===== config.mk =====
export PLATFORM = sky130hd
export DESIGN_NAME = sac_adc_ctrl
export DESIGN_NICKNAME = d
export VERILOG_FILES = /design/src/sac_adc_ctrl.v
export VERILOG_INCLUDE_DIRS = /design/src
export SDC_FILE = /design/constraint.sdc
export NUM_CORES = 1
export LEC_CHECK = 0
export BUFFER_PORTS_ARGS = -buffer_cell sky130_fd_sc_hd__buf_4
export CAP_MARGIN = 25
export CORE_MARGIN = 5
export CORE_UTILIZATION = 54
export CTS_CLUSTER_DIAMETER = 100
export DETAILED_ROUTE_END_ITERATION = 7
export GPL_ROUTABILITY_DRIVEN = 0
export HOLD_SLACK_MARGIN = 0.08
export PLACE_DENSITY_LB_ADDON = 0.08
export SLEW_MARGIN = 20
export SYNTH_ARGS = -nofsm -noshare
export SYNTH_HDL_FRONTEND = slang
export SYNTH_SLANG_ARGS = --single-unit

===== constraint.sdc =====
create_clock -name clk -period 5.25 [get_ports clk]
set_input_delay 1.05 -clock clk [delete_from_list [all_inputs] [get_ports clk]]
set_output_delay 1.05 -clock clk [all_outputs]
set_load 0.05 [all_outputs]

===== src/sac_map.vh =====
/*
  Register map, field positions, reset values and timing counts of the
  converter control block. Assumes inclusion by sac_adc_ctrl.v and by the bench.
*/
`ifndef SAC_MAP_VH
`define SAC_MAP_VH

// Register indices; byte address is four times the index
`define SAC_IDX_PRESCALER 8'h94
`define SAC_IDX_RESULT_LO 8'h95
`define SAC_IDX_RESULT_HI 8'h96
`define SAC_IDX_CONTROL 8'h97
`define SAC_IDX_PIN_PRI 8'h98
`define SAC_IDX_PIN_SEC 8'h99
`define SAC_ADDR_W 12

// Control register fields
`define SAC_CTL_IRQ_FLAG 7
`define SAC_CTL_IRQ_EN 6
`define SAC_CTL_POWER_EN 5
`define SAC_CTL_CHAN_HI 4
`define SAC_CTL_CHAN_LO 2
`define SAC_CTL_START 1
`define SAC_CTL_DONE 0

// Prescaler register fields
`define SAC_PS_REF_EN 3
`define SAC_PS_DIV_HI 2
`define SAC_PS_DIV_LO 0

`define SAC_RST_BYTE 8'h00
`define SAC_RST_DIV 3'h0

// Conversion time in reference clock ticks at the typical rate
`define SAC_CONV_TIME_NS 4000
`define SAC_REF_TYP_KHZ 8000
`define SAC_CONV_TICKS (`SAC_CONV_TIME_NS * `SAC_REF_TYP_KHZ / 1000000)
`define SAC_RES_BITS 10
`define SAC_SAMPLE_TICKS (`SAC_CONV_TICKS - `SAC_RES_BITS)

`define SAC_RESP_OKAY 2'h0
`define SAC_RESP_SLVERR 2'h2

`endif


===== src/sac_adc_ctrl.v =====
/*
  Control, status and result logic of an eight-channel ten-bit
  successive-approximation converter, reached over AXI4-Lite.
  Assumes an external analog comparator whose result cmpIn is
  synchronous to clk, a DAC driven from dacCode and a sample switch driven from sampleHold.
*/
`timescale 1ns/1ps
`include "sac_map.vh"

module sac_adc_ctrl (
  input wire clk,
  input wire sys_rst,
  input wire clkEn,
  input wire [`SAC_ADDR_W-1:0] s_axi_awaddr,
  input wire s_axi_awvalid,
  output reg s_axi_awready,
  input wire [31:0] s_axi_wdata,
  input wire [3:0] s_axi_wstrb,
  input wire s_axi_wvalid,
  output reg s_axi_wready,
  output reg [1:0] s_axi_bresp,
  output reg s_axi_bvalid,
  input wire s_axi_bready,
  input wire [`SAC_ADDR_W-1:0] s_axi_araddr,
  input wire s_axi_arvalid,
  output reg s_axi_arready,
  output reg [31:0] s_axi_rdata,
  output reg [1:0] s_axi_rresp,
  output reg s_axi_rvalid,
  input wire s_axi_rready,
  input wire cmpIn,
  output reg anaPowerEn,
  output reg [2:0] anaChanSel,
  output reg [9:0] dacCode,
  output reg sampleHold,
  output reg refClk,
  output reg [7:0] pinAltFunc,
  output reg [7:0] pinAnalogConnect,
  output reg irq
);

  localparam [2:0] ST_IDLE = 3'h1;
  localparam [2:0] ST_SAMPLE = 3'h2;
  localparam [2:0] ST_CONV = 3'h4;

  localparam [`SAC_ADDR_W-1:0] ADDR_PRESCALER = {2'h0, `SAC_IDX_PRESCALER, 2'h0};
  localparam [`SAC_ADDR_W-1:0] ADDR_RESULT_LO = {2'h0, `SAC_IDX_RESULT_LO, 2'h0};
  localparam [`SAC_ADDR_W-1:0] ADDR_RESULT_HI = {2'h0, `SAC_IDX_RESULT_HI, 2'h0};
  localparam [`SAC_ADDR_W-1:0] ADDR_CONTROL = {2'h0, `SAC_IDX_CONTROL, 2'h0};
  localparam [`SAC_ADDR_W-1:0] ADDR_PIN_PRI = {2'h0, `SAC_IDX_PIN_PRI, 2'h0};
  localparam [`SAC_ADDR_W-1:0] ADDR_PIN_SEC = {2'h0, `SAC_IDX_PIN_SEC, 2'h0};
  localparam integer SAMPLE_TICKS = `SAC_SAMPLE_TICKS;
  localparam [4:0] SAMPLE_LAST = SAMPLE_TICKS[4:0] - 5'h01;

  // Software-visible state
  reg [7:0] prescaler_q;
  reg [7:0] resultLo_q;
  reg [1:0] resultHi_q;
  reg irqFlag_q;
  reg irqEn_q;
  reg powerEn_q;
  reg [2:0] chanSel_q;
  reg startBit_q;
  reg doneBit_q;
  reg [7:0] pinPri_q;
  reg [7:0] pinSec_q;

  // Sequencer state
  reg [2:0] state_q;
  reg [4:0] phaseCnt_q;
  reg [3:0] bitIdx_q;
  reg [9:0] sar_q;
  reg [2:0] divCnt_q;

  // Bus decode
  wire wrFire = s_axi_awready && s_axi_wready;
  wire rdFire = s_axi_arready;
  wire lane0 = s_axi_wstrb[0];
  wire [7:0] wByte = s_axi_wdata[7:0];
  wire wrPrescaler = wrFire && lane0 && (s_axi_awaddr == ADDR_PRESCALER);
  wire wrControl = wrFire && lane0 && (s_axi_awaddr == ADDR_CONTROL);
  wire wrPinPri = wrFire && lane0 && (s_axi_awaddr == ADDR_PIN_PRI);
  wire wrPinSec = wrFire && lane0 && (s_axi_awaddr == ADDR_PIN_SEC);
  reg wrMapped;
  reg rdMapped;
  reg [7:0] rdByte;

  // Converter control decisions
  wire refEn = prescaler_q[`SAC_PS_REF_EN];
  wire [2:0] divSel = prescaler_q[`SAC_PS_DIV_HI:`SAC_PS_DIV_LO];
  wire running = powerEn_q && refEn;
  wire refTick = running && (divCnt_q == divSel) && !refClk;
  wire startReq = wrControl && wByte[`SAC_CTL_START];
  wire startFire = startReq && running && (state_q == ST_IDLE);
  wire bitKeep = cmpIn;
  reg [9:0] sarFinal;
  wire convDone = (state_q == ST_CONV) && refTick && (bitIdx_q == 4'h0);
  wire convBegin = (state_q == ST_SAMPLE) && refTick && (phaseCnt_q == SAMPLE_LAST);
  reg doneBit_d;
  reg irqFlag_d;
  reg irqEn_d;

  always @*
  begin
    sarFinal = sar_q;
    if (!bitKeep)
      sarFinal[bitIdx_q] = 1'b0;
  end

  // Set wins over a software clear in the same cycle
  always @*
  begin
    doneBit_d = doneBit_q;
    if (convBegin)
      doneBit_d = 1'b0;
    if (wrControl && !wByte[`SAC_CTL_DONE])
      doneBit_d = 1'b0;
    if (convDone)
      doneBit_d = 1'b1;
  end

  always @*
  begin
    irqFlag_d = irqFlag_q;
    irqEn_d = irqEn_q;
    if (wrControl)
    begin
      irqEn_d = wByte[`SAC_CTL_IRQ_EN];
      // Software can only clear; hardware alone sets
      if (!wByte[`SAC_CTL_IRQ_FLAG])
        irqFlag_d = 1'b0;
    end
    if (doneBit_d && !doneBit_q)
      irqFlag_d = 1'b1;
  end

  always @*
  begin
    wrMapped = 1'b1;
    case (s_axi_awaddr)
      ADDR_PRESCALER: wrMapped = 1'b1;
      ADDR_RESULT_LO: wrMapped = 1'b1;
      ADDR_RESULT_HI: wrMapped = 1'b1;
      ADDR_CONTROL: wrMapped = 1'b1;
      ADDR_PIN_PRI: wrMapped = 1'b1;
      ADDR_PIN_SEC: wrMapped = 1'b1;
      default: wrMapped = 1'b0;
    endcase
  end

  always @*
  begin
    rdMapped = 1'b1;
    case (s_axi_araddr)
      ADDR_PRESCALER: rdByte = {4'h0, prescaler_q[3:0]};
      ADDR_RESULT_LO: rdByte = resultLo_q;
      ADDR_RESULT_HI: rdByte = {6'h00, resultHi_q};
      ADDR_CONTROL: rdByte = {irqFlag_q, irqEn_q, powerEn_q, chanSel_q, startBit_q, doneBit_q};
      ADDR_PIN_PRI: rdByte = pinPri_q;
      ADDR_PIN_SEC: rdByte = pinSec_q;
      default:
      begin
        rdByte = 8'h00;
        rdMapped = 1'b0;
      end
    endcase
  end

  // AXI4-Lite slave: write takes address and data together
  always @(posedge clk or posedge sys_rst)
  begin
    if (sys_rst)
    begin
      s_axi_awready <= 1'b0;
      s_axi_wready <= 1'b0;
      s_axi_bvalid <= 1'b0;
      s_axi_bresp <= `SAC_RESP_OKAY;
      s_axi_arready <= 1'b0;
      s_axi_rvalid <= 1'b0;
      s_axi_rresp <= `SAC_RESP_OKAY;
      s_axi_rdata <= 32'h00000000;
    end
    else if (clkEn)
    begin
      s_axi_awready <= 1'b0;
      s_axi_wready <= 1'b0;
      if (!wrFire && !s_axi_bvalid && s_axi_awvalid && s_axi_wvalid)
      begin
        s_axi_awready <= 1'b1;
        s_axi_wready <= 1'b1;
      end
      if (wrFire)
      begin
        s_axi_bvalid <= 1'b1;
        s_axi_bresp <= wrMapped ? `SAC_RESP_OKAY : `SAC_RESP_SLVERR;
      end
      else if (s_axi_bready)
        s_axi_bvalid <= 1'b0;
      s_axi_arready <= 1'b0;
      if (!rdFire && !s_axi_rvalid && s_axi_arvalid)
        s_axi_arready <= 1'b1;
      if (rdFire)
      begin
        s_axi_rvalid <= 1'b1;
        s_axi_rdata <= {24'h000000, rdByte};
        s_axi_rresp <= rdMapped ? `SAC_RESP_OKAY : `SAC_RESP_SLVERR;
      end
      else if (s_axi_rready)
        s_axi_rvalid <= 1'b0;
    end
  end

  // Software registers
  always @(posedge clk or posedge sys_rst)
  begin
    if (sys_rst)
    begin
      prescaler_q <= `SAC_RST_BYTE;
      irqFlag_q <= 1'b0;
      irqEn_q <= 1'b0;
      powerEn_q <= 1'b0;
      chanSel_q <= 3'h0;
      startBit_q <= 1'b0;
      doneBit_q <= 1'b0;
      pinPri_q <= `SAC_RST_BYTE;
      pinSec_q <= `SAC_RST_BYTE;
    end
    else if (clkEn)
    begin
      if (wrPrescaler)
        prescaler_q <= {4'h0, wByte[3:0]};
      if (wrControl)
      begin
        powerEn_q <= wByte[`SAC_CTL_POWER_EN];
        chanSel_q <= wByte[`SAC_CTL_CHAN_HI:`SAC_CTL_CHAN_LO];
      end
      // Reads as one only in the cycle after the accepted write
      startBit_q <= startFire;
      doneBit_q <= doneBit_d;
      irqFlag_q <= irqFlag_d;
      irqEn_q <= irqEn_d;
      if (wrPinPri)
        pinPri_q <= wByte;
      if (wrPinSec)
        pinSec_q <= wByte;
    end
  end

  // Reference clock divider: toggles every divSel+1 cycles
  always @(posedge clk or posedge sys_rst)
  begin
    if (sys_rst)
    begin
      divCnt_q <= `SAC_RST_DIV;
      refClk <= 1'b0;
    end
    else if (clkEn)
    begin
      if (!refEn)
      begin
        divCnt_q <= `SAC_RST_DIV;
        refClk <= 1'b0;
      end
      else if (divCnt_q >= divSel)
      begin
        divCnt_q <= `SAC_RST_DIV;
        refClk <= !refClk;
      end
      else
        divCnt_q <= divCnt_q + 3'h1;
    end
  end

  // Sequencer: sample phase then one SAR step per reference tick
  always @(posedge clk or posedge sys_rst)
  begin
    if (sys_rst)
    begin
      state_q <= ST_IDLE;
      phaseCnt_q <= 5'h00;
      bitIdx_q <= 4'h0;
      sar_q <= 10'h000;
      resultLo_q <= `SAC_RST_BYTE;
      resultHi_q <= 2'h0;
    end
    else if (clkEn)
    begin
      if (!running)
      begin
        state_q <= ST_IDLE;
        phaseCnt_q <= 5'h00;
        bitIdx_q <= 4'h0;
        sar_q <= 10'h000;
      end
      else
      begin
        case (state_q)
          ST_IDLE:
          begin
            if (startFire)
            begin
              state_q <= ST_SAMPLE;
              phaseCnt_q <= 5'h00;
            end
          end
          ST_SAMPLE:
          begin
            if (convBegin)
            begin
              state_q <= ST_CONV;
              bitIdx_q <= 4'h9;
              sar_q <= 10'h200;
            end
            else if (refTick)
              phaseCnt_q <= phaseCnt_q + 5'h01;
          end
          ST_CONV:
          begin
            if (refTick)
            begin
              if (convDone)
              begin
                resultLo_q <= sarFinal[7:0];
                resultHi_q <= sarFinal[9:8];
                state_q <= ST_SAMPLE;
                phaseCnt_q <= 5'h00;
              end
              else
              begin
                sar_q <= sarFinal | (10'h001 << (bitIdx_q - 4'h1));
                bitIdx_q <= bitIdx_q - 4'h1;
              end
            end
          end
          default:
            state_q <= ST_IDLE;
        endcase
      end
    end
  end

  // Registered pin-side outputs
  always @(posedge clk or posedge sys_rst)
  begin
    if (sys_rst)
    begin
      anaPowerEn <= 1'b0;
      anaChanSel <= 3'h0;
      dacCode <= 10'h000;
      sampleHold <= 1'b0;
      pinAltFunc <= 8'h00;
      pinAnalogConnect <= 8'h00;
      irq <= 1'b0;
    end
    else if (clkEn)
    begin
      anaPowerEn <= powerEn_q;
      anaChanSel <= chanSel_q;
      dacCode <= sar_q;
      sampleHold <= (state_q == ST_SAMPLE);
      pinAltFunc <= pinPri_q;
      pinAnalogConnect <= pinPri_q & pinSec_q;
      irq <= irqFlag_d && irqEn_d;
    end
  end

endmodule


==> impl_metrics.ini <==
[synth]
yosysTopAreaCellShare_pct = 48.0
synthTopCellsByCount = 109 x dfrtp_1, 57 x mux2_2, 52 x nand2_1
synth_edf_count = 0
synth_xor_area_share_pct = 0.462
async_flop_share_pct = 100
synth_most_common_cell = dfrtp_1
synth_top_family_by_area = simple AND/OR/NAND/NOR gates
synth_mux_area_share_pct = 13.6
yosysTopAreaCell = dfrtp_1
yosysSeqAreaShare_pct = 48.5
synthAdderAreaFrac_pct = 3.08
syn_avg_cell_area_um2 = 10.7
yosys-top-cells-area = dfrtp_1 48%, mux2_2 11%, o21ai_0 4.1%
yosys.cell_types.count = 66
yosys_warnings = 0
synthCells = 531
synthFlopType = dfrtp_1
syn_area_mm2 = 0.00568
synth_compound_area_share_pct = 12.4
synthSimpleGateAreaFrac_pct = 15.1
ys_seq_elements = 110

[critical_path]
path_max_fanout = 59
critPathLaunchType = input port
crit_arrival_ps = 3100
required_ps = 5540
max_stage_delay_ps = 720
path_cells = buf_4 > nand2_1 > nor4_1 > a222oi_1 > o21ai_0
crit_type = in -> reg
cpMaxStageDelayCell = nor4_1
crit_path_end_kind = flip-flop

[die]
ioPinCount = 143
die-area_mm2 = 0.0127
coreArea_mm2 = 0.0103
fp.dieH_um = 113
start_util_pct = 55.3
std_cell_rows = 37
die_w_um = 113

[cells_and_area]
diodes = 0
layout-drive-gt1-share_pct = 29.7
stdcell_count = 749
layout.nets = 691
n_fill_cell = 841
area_growth_pct = 14.8

[clock_network]
clk_pin_slew_ps = 100
cts_setup_buffers = 0
cts_resized = 0
ctsLongestPathBuffers = 2
cts_tree = built
numCtsBuffers = 9
clock_sinks = 110
cts_root_buf = clkbuf_8
htree_levels = 3
ctsHoldBuffers = 0
insertion_delay_ps = 380

[power]
p_sw_share_pct = 28.4
power_switching_w = 0.000439
ir_worst_vdd_v = 0.000113
p_seq_share_pct = 56.0
power_density_mw_per_mm2 = 237
combPwrFrac_pct = 11.6
p_clk_share_pct = 32.5
p_leak_nw = 3.16
p_int_w = 0.00111

[placed_design]
placement.io_buffers = 89
dp_hpwl_um = 9430
dp_cells = 733

[status]
run_status = complete, no violations

[sta]
rsz0062_at_grt = false
fmax_ghz = 0.356
skew_ps = 14.3
holdWs_ps = 483
fin_crit_sh_pct = 53.6
hold_viol_final = 0
slew_viol_final = 0
fin_crit_ps = 2810
setup_violations = 0
setup_tns_ps = 0
relSlewSlack_pct = 51.1
tightest_slew_ps = 733

[detailed_routing]
vias_per_cell = 5.64
postRouteAntennaNets = 0
dr.pass1.iters = 5
avgRoutedWirePerCell_um = 16.9
post-route-drc-count = 0
vias = 4227
drt_wl_total_um = 12700
drt_first_iter_violations = 261

[global_routing]
gr-usage-all-layers_pct = 20.6
grt_antenna_before_repair = 0
grt_max_degree = 84
grt_pass1_wl_um = 21500
grt_overflow = 0
grt_pass1_vias = 4248

[flow_run]
max_cap_violations = 0

[worst_hold_path]
hp-class = reg -> reg
cells by family (layout without fill, tap and decap cells):
family,after synthesis,after routing
AND/OR/NAND/NOR,156,156
flip-flops,110,110
AO/OA/AOI/OAI,106,106
buffers and inverters,74,131
multiplexers,67,67
adder cells (fa/ha/maj),14,14
XOR/XNOR,3,3
other,1,26
layout by cell type, fill, tap and decap left out, drive strengths merged, types with 2 or more instances in the layout:
cell / Yosys / layout
and3: 4 / 4
nor4b: 2 / 2
and4b: 2 / 2
a211oi: 2 / 2
nor4: 7 / 7
ha: 14 / 14
conb: 1 / 26
nor2b: 9 / 9
nand3: 21 / 21
and2: 3 / 3
nand2: 55 / 55
a21oi: 14 / 14
mux2i: 4 / 4
nand4b: 2 / 2
o21ai: 47 / 47
o2bb2ai: 5 / 5
or3: 4 / 4
nand4: 5 / 5
a22oi: 2 / 2
a21o: 2 / 2
dfrtp: 109 / 109
a32oi: 5 / 5
nor2: 17 / 17
nor3b: 3 / 3
clkinvlp: 0 / 3
o31ai: 12 / 12
a222oi: 4 / 4
mux2: 61 / 61
clkbuf: 15 / 11
inv: 25 / 26
nor3: 8 / 8
mux4: 2 / 2
a31oi: 2 / 2
xnor2: 2 / 2
buf: 34 / 90
nand2b: 8 / 8
metal layers:
metal	part of all wire [%]	GRT usage, %	up-vias
met5	0	0	-
met4	2.3	6.41	0
met3	4.4	3.50	27
met2	49	33.6	125
met1	45	28.2	2071
li1	-	-	2004
power groups by stage:
stage                     combinational [W]  sequential, W  clock, W
after floorplan                    0.000117       0.000901         0
after global placement             0.000177       0.000881         0
after detailed placement           0.000179       0.000882         0
after CTS                          0.000179       0.000865  0.000509
after global routing               0.000193       0.000867  0.000551
final                              0.000179       0.000865  0.000502
sequential cells by signal, indices dropped and copies added (netlist names), 2 cells and up:
| name | count |
|---|---|
| dacCode | 10 |
| resultHi_q | 2 |
| bitIdx_q | 4 |
| divCnt_q | 3 |
| state_q | 3 |
| pinPri_q | 8 |
| phaseCnt_q | 5 |
| pinAltFunc | 8 |
| resultLo_q | 8 |
| pinSec_q | 8 |
| chanSel_q | 3 |
| s_axi_rdata | 8 |
| prescaler_q | 4 |
| anaChanSel | 3 |
| pinAnalogConnect | 8 |
| sar_q | 10 |
through the flow:
stage / area, um^2 / worst slack, ps / total power (W) / util (%)
4_1_cts: 6520 / 2490 / 0.00155 / 63.5
5_1_grt: 6520 / 2310 / 0.00161 / 63.5
3_3_place_gp: 6330 / 2170 / 0.00106 / 61.6
6_report: 6520 / 2440 / 0.00155 / 63.5
3_5_place_dp: 6330 / 2060 / 0.00106 / 61.6
2_1_floorplan: 5780 / 1300 / 0.00102 / -
critical path, delay by kind of cell:
family / cells / cell delay, ps
and+or+nand+nor: 2 / 1200
buffers and inverters: 1 / 510
AOI/OAI and AO/OA: 2 / 320
final timing paths:
| path | slack (ps) | cells past startpoint | to | startpoint |
|---|---|---|---|---|
| min in group asynchronous | 790 | 2 | pinAnalogConnect[4] | sys_rst |
| hold reg to reg | 480 | 2 | resultLo_q[3] | resultLo_q[3] |
| max in group asynchronous | 3530 | 3 | state_q[0] | sys_rst |
| setup / recovery | 2440 | 5 | s_axi_rdata[6] | clkEn |
| hold / removal | 480 | 2 | resultLo_q[3] | resultLo_q[3] |
| setup reg to reg | 2660 | 7 | phaseCnt_q[0] | bitIdx_q[0] |
layout make-up:
| class | count | area [um^2] | area share (%) |
|---|---|---|---|
| Inverter | 25 | 98.8 | 1.52 |
| Timing Repair Buffer | 90 | 676 | 10.4 |
| Tap cell | 136 | 170 | 2.61 |
| Sequential cell | 110 | 2750 | 42.2 |
| Clock inverter | 5 | 42.5 | 0.652 |
| Multi-Input combinational cell | 372 | 2630 | 40.3 |
| Clock buffer | 11 | 151 | 2.32 |
Note: power is estimated with default switching activity, not from simulation.
